File: src/core/pwr_calc_pkg.sv
// package: register pointers, reset values and scaling constants
// assumes: one 40 MHz clock domain, synchronous active-low reset
`default_nettype none
package pwr_calc_pkg;
  localparam logic [7:0] PTR_CONFIG = 8'h00;
  localparam logic [7:0] PTR_SHUNT = 8'h01;
  localparam logic [7:0] PTR_BUS = 8'h02;
  localparam logic [7:0] PTR_POWER = 8'h03;
  localparam logic [7:0] PTR_CURRENT = 8'h04;
  localparam logic [7:0] PTR_CALIB = 8'h05;
  localparam logic [15:0] CONFIG_RESET = 16'h399F;
  localparam logic [15:0] CALIB_RESET = 16'h0000;
  localparam logic [15:0] RESULT_RESET = 16'h0000;
  localparam int CURRENT_SHIFT = 12;
  localparam int POWER_DIVISOR = 5000;
  localparam int BUS_ALIGN_SHIFT = 3;
  localparam int POWER_LSB_RATIO = 20;
  localparam int CLK_MHZ = 40;
  localparam int SETTLE_NS = 4000;
  localparam int SETTLE_CYCLES = (SETTLE_NS * CLK_MHZ + 999) / 1000;
  localparam int SETTLE_W = 8;
endpackage : pwr_calc_pkg
`default_nettype wire

File: src/core/current_power_calc_engine.sv
// current and power calculation engine with its six-register bank
// assumes: serial front end hands whole 16-bit words plus a write strobe,
// conversion logic delivers shunt and bus words with a valid pulse
`default_nettype none
module current_power_calc_engine
(
  input wire logic mclk_i,
  input wire logic rst_n_i,
  input wire logic [7:0] reg_ptr_i,
  input wire logic wr_en_i,
  input wire logic [15:0] wr_data_i,
  input wire logic shunt_valid_i,
  input wire logic [15:0] shunt_data_i,
  input wire logic bus_valid_i,
  input wire logic [15:0] bus_data_i,
  output logic [15:0] rd_data_o,
  output logic [15:0] config_o,
  output logic [15:0] current_o,
  output logic [15:0] power_o
);
  import pwr_calc_pkg::*;

  // ---------------------------------------------
  // write staging: new contents land after settle
  // ---------------------------------------------
  logic [SETTLE_W-1:0] settle_q, settle_d;
  logic pend_q, pend_d;
  logic [7:0] pend_ptr_q, pend_ptr_d;
  logic [15:0] pend_data_q, pend_data_d;
  logic [15:0] config_q, config_d;
  logic [15:0] calib_q, calib_d;
  logic [15:0] shunt_q, shunt_d;
  logic [15:0] bus_q, bus_d;
  logic [15:0] current_q, current_d;
  logic [15:0] power_q, power_d;
  logic [15:0] rd_q, rd_d;
  logic recalc_q, recalc_d;
  logic commit;

  assign commit = pend_q && (settle_q == SETTLE_W'(1));

  always_comb begin
    pend_d = pend_q;
    pend_ptr_d = pend_ptr_q;
    pend_data_d = pend_data_q;
    settle_d = settle_q;
    if (wr_en_i) begin
      // a newer write restarts the settle window
      pend_d = 1'b1;
      pend_ptr_d = reg_ptr_i;
      pend_data_d = wr_data_i;
      settle_d = SETTLE_W'(SETTLE_CYCLES);
    end else if (commit) begin
      pend_d = 1'b0;
      settle_d = '0;
    end else if (pend_q) begin
      settle_d = settle_q - SETTLE_W'(1);
    end
  end

  // ---------------------------------------------
  // register bank
  // ---------------------------------------------
  always_comb begin
    config_d = config_q;
    calib_d = calib_q;
    shunt_d = shunt_valid_i ? shunt_data_i : shunt_q;
    bus_d = bus_valid_i ? bus_data_i : bus_q;
    recalc_d = shunt_valid_i || bus_valid_i;
    if (commit) begin
      unique case (pend_ptr_q)
        PTR_CONFIG: config_d = pend_data_q;
        PTR_CALIB: begin
          calib_d = pend_data_q;
          recalc_d = 1'b1;
        end
        default: ;
      endcase
    end
  end

  // ---------------------------------------------
  // arithmetic
  // ---------------------------------------------
  // signed wide products; the division is truncating toward zero so the
  // sign of the current survives into the power word
  logic signed [32:0] cur_prod;
  logic signed [32:0] cur_wide;
  logic signed [15:0] cur_next;
  logic signed [29:0] pwr_prod;
  logic signed [29:0] pwr_wide;
  logic [12:0] bus_count;

  assign bus_count = bus_q[15:BUS_ALIGN_SHIFT];
  assign cur_prod = $signed(shunt_q) * $signed({1'b0, calib_q});
  assign cur_wide = cur_prod / 33'sd4096;
  assign cur_next = cur_wide[15:0];
  // 5000 folds the 4 mV bus unit into a 20x current unit
  assign pwr_prod = cur_next * $signed({1'b0, bus_count});
  assign pwr_wide = pwr_prod / 30'sd5000;

  always_comb begin
    current_d = current_q;
    power_d = power_q;
    if (calib_q == CALIB_RESET) begin
      current_d = RESULT_RESET;
      power_d = RESULT_RESET;
    end else if (recalc_q) begin
      current_d = cur_next;
      power_d = pwr_wide[15:0];
    end
  end

  // ---------------------------------------------
  // read mux
  // ---------------------------------------------
  always_comb begin
    unique case (reg_ptr_i)
      PTR_CONFIG: rd_d = config_q;
      PTR_SHUNT: rd_d = shunt_q;
      PTR_BUS: rd_d = bus_q;
      PTR_POWER: rd_d = power_q;
      PTR_CURRENT: rd_d = current_q;
      PTR_CALIB: rd_d = calib_q;
      default: rd_d = 16'h0000;
    endcase
  end

  always_ff @(posedge mclk_i) begin
    if (!rst_n_i) begin
      settle_q <= '0;
      pend_q <= 1'b0;
      pend_ptr_q <= 8'h00;
      pend_data_q <= 16'h0000;
      config_q <= CONFIG_RESET;
      calib_q <= CALIB_RESET;
      shunt_q <= 16'h0000;
      bus_q <= 16'h0000;
      current_q <= RESULT_RESET;
      power_q <= RESULT_RESET;
      rd_q <= 16'h0000;
      recalc_q <= 1'b0;
    end else begin
      settle_q <= settle_d;
      pend_q <= pend_d;
      pend_ptr_q <= pend_ptr_d;
      pend_data_q <= pend_data_d;
      config_q <= config_d;
      calib_q <= calib_d;
      shunt_q <= shunt_d;
      bus_q <= bus_d;
      current_q <= current_d;
      power_q <= power_d;
      rd_q <= rd_d;
      recalc_q <= recalc_d;
    end
  end

  assign rd_data_o = rd_q;
  assign config_o = config_q;
  assign current_o = current_q;
  assign power_o = power_q;

  // ---------------------------------------------
  // checks
  // ---------------------------------------------
  // helper: cycles since the last write, saturating, and what it carried;
  // a counter instead of a long repetition keeps the settle check cheap
  logic [SETTLE_W-1:0] wr_age_q, wr_age_d;
  logic [7:0] wr_seen_ptr_q, wr_seen_ptr_d;
  logic [15:0] wr_seen_data_q, wr_seen_data_d;

  always_comb begin
    wr_age_d = wr_age_q;
    wr_seen_ptr_d = wr_seen_ptr_q;
    wr_seen_data_d = wr_seen_data_q;
    if (wr_en_i) begin
      wr_age_d = '0;
      wr_seen_ptr_d = reg_ptr_i;
      wr_seen_data_d = wr_data_i;
    end else if (wr_age_q != '1) begin
      wr_age_d = wr_age_q + SETTLE_W'(1);
    end
  end

  always_ff @(posedge mclk_i) begin
    if (!rst_n_i) begin
      wr_age_q <= '1;
      wr_seen_ptr_q <= 8'h00;
      wr_seen_data_q <= 16'h0000;
    end else begin
      wr_age_q <= wr_age_d;
      wr_seen_ptr_q <= wr_seen_ptr_d;
      wr_seen_data_q <= wr_seen_data_d;
    end
  end

  chk_zero_cal_results: assert property (@(posedge mclk_i)
    disable iff (!rst_n_i)
    $past(calib_q) == 16'h0000
    |-> current_q == 16'h0000 && power_q == 16'h0000)
    else $error("results not zero under zero calibration");

  chk_write_settle: assert property (@(posedge mclk_i)
    disable iff (!rst_n_i)
    wr_en_i && reg_ptr_i == PTR_CALIB ##1 (!wr_en_i) [*8]
    |-> calib_q == $past(calib_q, 8))
    else $error("calibration took effect too early");

  chk_write_lands: assert property (@(posedge mclk_i)
    disable iff (!rst_n_i)
    !wr_en_i && wr_seen_ptr_q == PTR_CALIB
    && wr_age_q == SETTLE_W'(SETTLE_CYCLES - 1)
    |=> calib_q == wr_seen_data_q)
    else $error("calibration did not land after settle");

  chk_current_calc: assert property (@(posedge mclk_i)
    disable iff (!rst_n_i)
    recalc_q && calib_q != 16'h0000
    |=> $signed(current_q) == 16'(($signed($past(shunt_q))
      * $signed({17'h00000, $past(calib_q)})) / 4096))
    else $error("current result wrong");

  // beyond 15 magnitude bits the word wraps, so overflow is left out
  chk_current_sign: assert property (@(posedge mclk_i)
    disable iff (!rst_n_i)
    recalc_q && calib_q != 16'h0000 && $signed(shunt_q) < 0
    && cur_wide < 0 && cur_wide >= -33'sd32768
    |=> current_q[15])
    else $error("negative current lost its sign");

  chk_power_calc: assert property (@(posedge mclk_i)
    disable iff (!rst_n_i)
    recalc_q && calib_q != 16'h0000
    |=> $signed(power_q) == 16'(($signed(current_q)
      * $signed({1'b0, $past(bus_q[15:3])})) / 5000))
    else $error("power result wrong");

  chk_recalc_event: assert property (@(posedge mclk_i)
    disable iff (!rst_n_i)
    shunt_valid_i || bus_valid_i |=> recalc_q)
    else $error("new sample not scheduled");

  chk_read_pointer: assert property (@(posedge mclk_i)
    disable iff (!rst_n_i)
    reg_ptr_i == PTR_CURRENT |=> rd_data_o == $past(current_q))
    else $error("read pointer mismatch");
endmodule // current_power_calc_engine
`default_nettype wire

File: config.mk
export PLATFORM = sky130hd
export DESIGN_NAME = current_power_calc_engine
export DESIGN_NICKNAME = d
export VERILOG_FILES = /design/src/core/pwr_calc_pkg.sv /design/src/core/current_power_calc_engine.sv
export SDC_FILE = /design/constraint.sdc
export NUM_CORES = 2
export LEC_CHECK = 0
export BUFFER_PORTS_ARGS = -buffer_cell sky130_fd_sc_hd__buf_2
export CAP_MARGIN = 10
export CORE_ASPECT_RATIO = 0.5
export CORE_UTILIZATION = 45
export DETAILED_ROUTE_END_ITERATION = 6
export GPL_ROUTABILITY_DRIVEN = 0
export PLACE_DENSITY_LB_ADDON = 0.12
export SYNTH_ARGS = -nofsm -noshare
export SYNTH_HDL_FRONTEND = slang
export SYNTH_SLANG_ARGS = --single-unit
File: constraint.sdc
create_clock -name mclk_i -period 41.5 [get_ports mclk_i]
set_input_delay 8.3 -clock mclk_i [delete_from_list [all_inputs] [get_ports mclk_i]]
set_output_delay 8.3 -clock mclk_i [all_outputs]
set_load 0.05 [all_outputs]
==> run_results.csv <==
group,metric,value,unit
final_layout,multi_input_area,26800,sq um
drt,wirelength,94600,um
final_layout,layout-drive-gt1-share,0.0823,
drt,remaining_drc_errors,0,
synthesis,synth_top_cells_by_area,"fa_1 (24%), dfxtp_1 (9.0%), ha_1 (7.8%), inv_1 (5.7%), and2_1 (5.0%)",
critical_path,crit_type,"register to register",
critical_path,cpMostUsedCell,"fa_1",
critical_path,crit_path_end_kind,"register",
final_layout,flow.area_growth_from_synthesis,5.79,%
worst_hold_path,hp-class,"register to register",
synthesis,synth_area_leader_cell,"fa_1",
final_layout,register_area,2920,sq um
die,fp.dieW,381,um
sta,slew_viol_final,0,
final_layout,final_cell_mix,"inv_1 (492), nand2_1 (425), fa_1 (396), and2_1 (257), ha_1 (202)",
clocking,postCtsSetupBuffers,0,
global_route,grt_usage,0.257,
global_route,grt_start_max_net_pins,58,
drt,antenna_left,0,
sta,setup_tns,0,ps
clocking,cts_tree,"done",
sta,fin_crit_sh,0.878,
synthesis,synth_cell_types,130,
clocking,cts_sinks,146,
clocking,htreeDepth,4,
clocking,cts_root_buf,"clkbuf_16",
final_layout,layout.cells.most_common,"inv_1",
synthesis,yosys_most_used_dff,"dfxtp_1",
placement,placed_cell_area,33600,sq um
critical_path,cp_slowest_cell,"nor4_1",
die,die-area,73100,sq um
synthesis,syn_inst,3945,
final_layout,diodes,0,
sta,max_freq,27.5,MHz
synthesis,yosys_warnings,0,
sta,finalClockSkew,18.7,ps
placement,dp_hpwl,75700,um
die,dieHeight,192,um
clocking,clk_pin_slew_worst_paths,70,ps
synthesis,synth_nets,4604,
synthesis,postSynthAreaPerCell,8.21,sq um
final_layout,fin_area,34300,sq um
critical_path,arrival,36800,ps
synthesis,synth_seq_cells,146,
critical_path,startpoint_type,"register",
global_route,grt_pass1_wl,152000,um
drt,drtIter0Drc,2282,
sta,relSlewSlack,0.152,
clocking,hold_buffers,0,
final_layout,num-nets-final,4584,
global_route,antenna_found_initial,0,
synthesis,synth.top_cell.area_share,0.245,
synthesis,ys_seq_area_frac,0.0902,
final_layout,fillers,7030,
clocking,clkLatencyLatePin,440,ps
synthesis,synthArstFlopShare,0,
critical_path,max_stage_delay,810,ps
die,rows,69,
sta,worstMarginPinSlew,1270,ps
final_layout,post-route-util,0.482,
clocking,cts_resized,0,
clocking,cts_buffers,17,
drt,vias_per_cell,5.80,
global_route,grt-ovfl-total,0,
placement,port_buffers,124,
die,start_util,0.456,
die,ios,125,
sta,finalCriticalPeriod,36420,ps
global_route,grt_pass1_vias,27200,
critical_path,crit_required,41880,ps
clocking,cts_buffer_depth,2,
synthesis,syn_area,32400,sq um
outcome,status,"finished clean",
drt,via_count,28400,
die,core,71100,sq um
synthesis,synth_edf_count,0,
run,cap_violations,0,
sta,rsz0062_at_grt,"no",
critical_path,crit_path_max_fanout,22,
sta,setup_viol,0,
drt,wire_per_inst,19.3,um
sta,hold_viol,0,
drt,dr.pass1.iters,5,
==> cells by family (layout without fill, tap and decap cells) <==
family          count (synthesis)  after routing  share of synthesized area
mux                           141            141                     0.0500
simple gates                 1429           1429                      0.229
compound gates                739            739                      0.170
fa+ha+maj                     604            604                      0.325
flops                         146            146                     0.0902
buf+inv                       690            683                     0.0829
xor+xnor                      196            196                     0.0543
==> routing by layer <==
metal	vias to the layer above	track usage	part of all wire
li1	13400	-	-
met3	67	0.0231	0.056
met2	917	0.426	0.47
met1	14100	0.373	0.47
met5	-	0	0
met4	0	0.0323	0.0099
==> stage by stage <==
step                hold WS, ps  setup WS [ps]  instances
floorplan                   453          10890       3945
global placement            476           6240       4864
detailed placement          478           5490       4864
CTS                         488           5410       4896
global route                504           2150       4896
finish                      479           5080       4896
==> registers in the layout (all words and copies together), names as in the netlist <==
register / cells
pend_data_q: 16
rd_data_o: 16
calib_q: 16
pend_q: 1
settle_q: 8
shunt_q: 16
bus_q: 16
config_o: 16
recalc_q: 1
power_o: 16
pend_ptr_q: 8
current_o: 16
==> critical path, delay by kind of cell (launching register included) <==
| family | cells | cell delay, ps |
|---|---|---|
| muxes | 2 | 610 |
| xor gates and xnor gates | 6 | 2010 |
| adders and majority gates | 16 | 7680 |
| AOI/OAI and AO/OA | 57 | 15650 |
| buffers and inverters | 8 | 1180 |
| and+or+nand+nor | 29 | 8570 |
| DFF | 1 | 630 |
==> layout make-up <==
class	count	share of cell area
Inverter	494	0.0541
Multi-Input combinational cell	3109	0.782
Clock inverter	14	0.00555
Timing Repair Buffer	157	0.0253
Tap cell	958	0.0350
Sequential cell	146	0.0853
Clock buffer	18	0.0128
==> synthesized netlist by cell type (35+ instances only) <==
| library cell | instances |
|---|---|
| inv_1 | 492 |
| nand2_1 | 425 |
| fa_1 | 396 |
| and2_1 | 257 |
| ha_1 | 202 |
| nor2_1 | 202 |
| clkbuf_1 | 154 |
| a21oi_1 | 147 |
| dfxtp_1 | 146 |
| xnor2_1 | 136 |
| mux2i_1 | 117 |
| nor2b_1 | 106 |
| nand3_1 | 88 |
| nor3_1 | 82 |
| o21ai_0 | 67 |
| xor2_1 | 56 |
| a21o_1 | 52 |
| a31oi_1 | 39 |
| a211oi_1 | 36 |
| nor4_1 | 36 |
| o211ai_1 | 36 |
| nand4_1 | 35 |
| o21ai_1 | 35 |
==> final timing paths <==
path / startpoint / endpoint / slack, ps / cells past startpoint
worst max-delay path: shunt_q[15]$_SDFFE_PN0P_ / power_o[10]$_SDFFE_PP0P_ / 5080 / 118
worst max register to register: shunt_q[15]$_SDFFE_PN0P_ / power_o[10]$_SDFFE_PP0P_ / 5080 / 118
worst min register to register: power_o[8]$_SDFFE_PP0P_ / rd_data_o[8]$_SDFF_PN0_ / 480 / 2
worst min-delay path: power_o[8]$_SDFFE_PP0P_ / rd_data_o[8]$_SDFF_PN0_ / 480 / 2
Power is left out: the tool's default activity adds up to more than one toggle a clock period on the data nets, which glitch-free logic cannot reach.
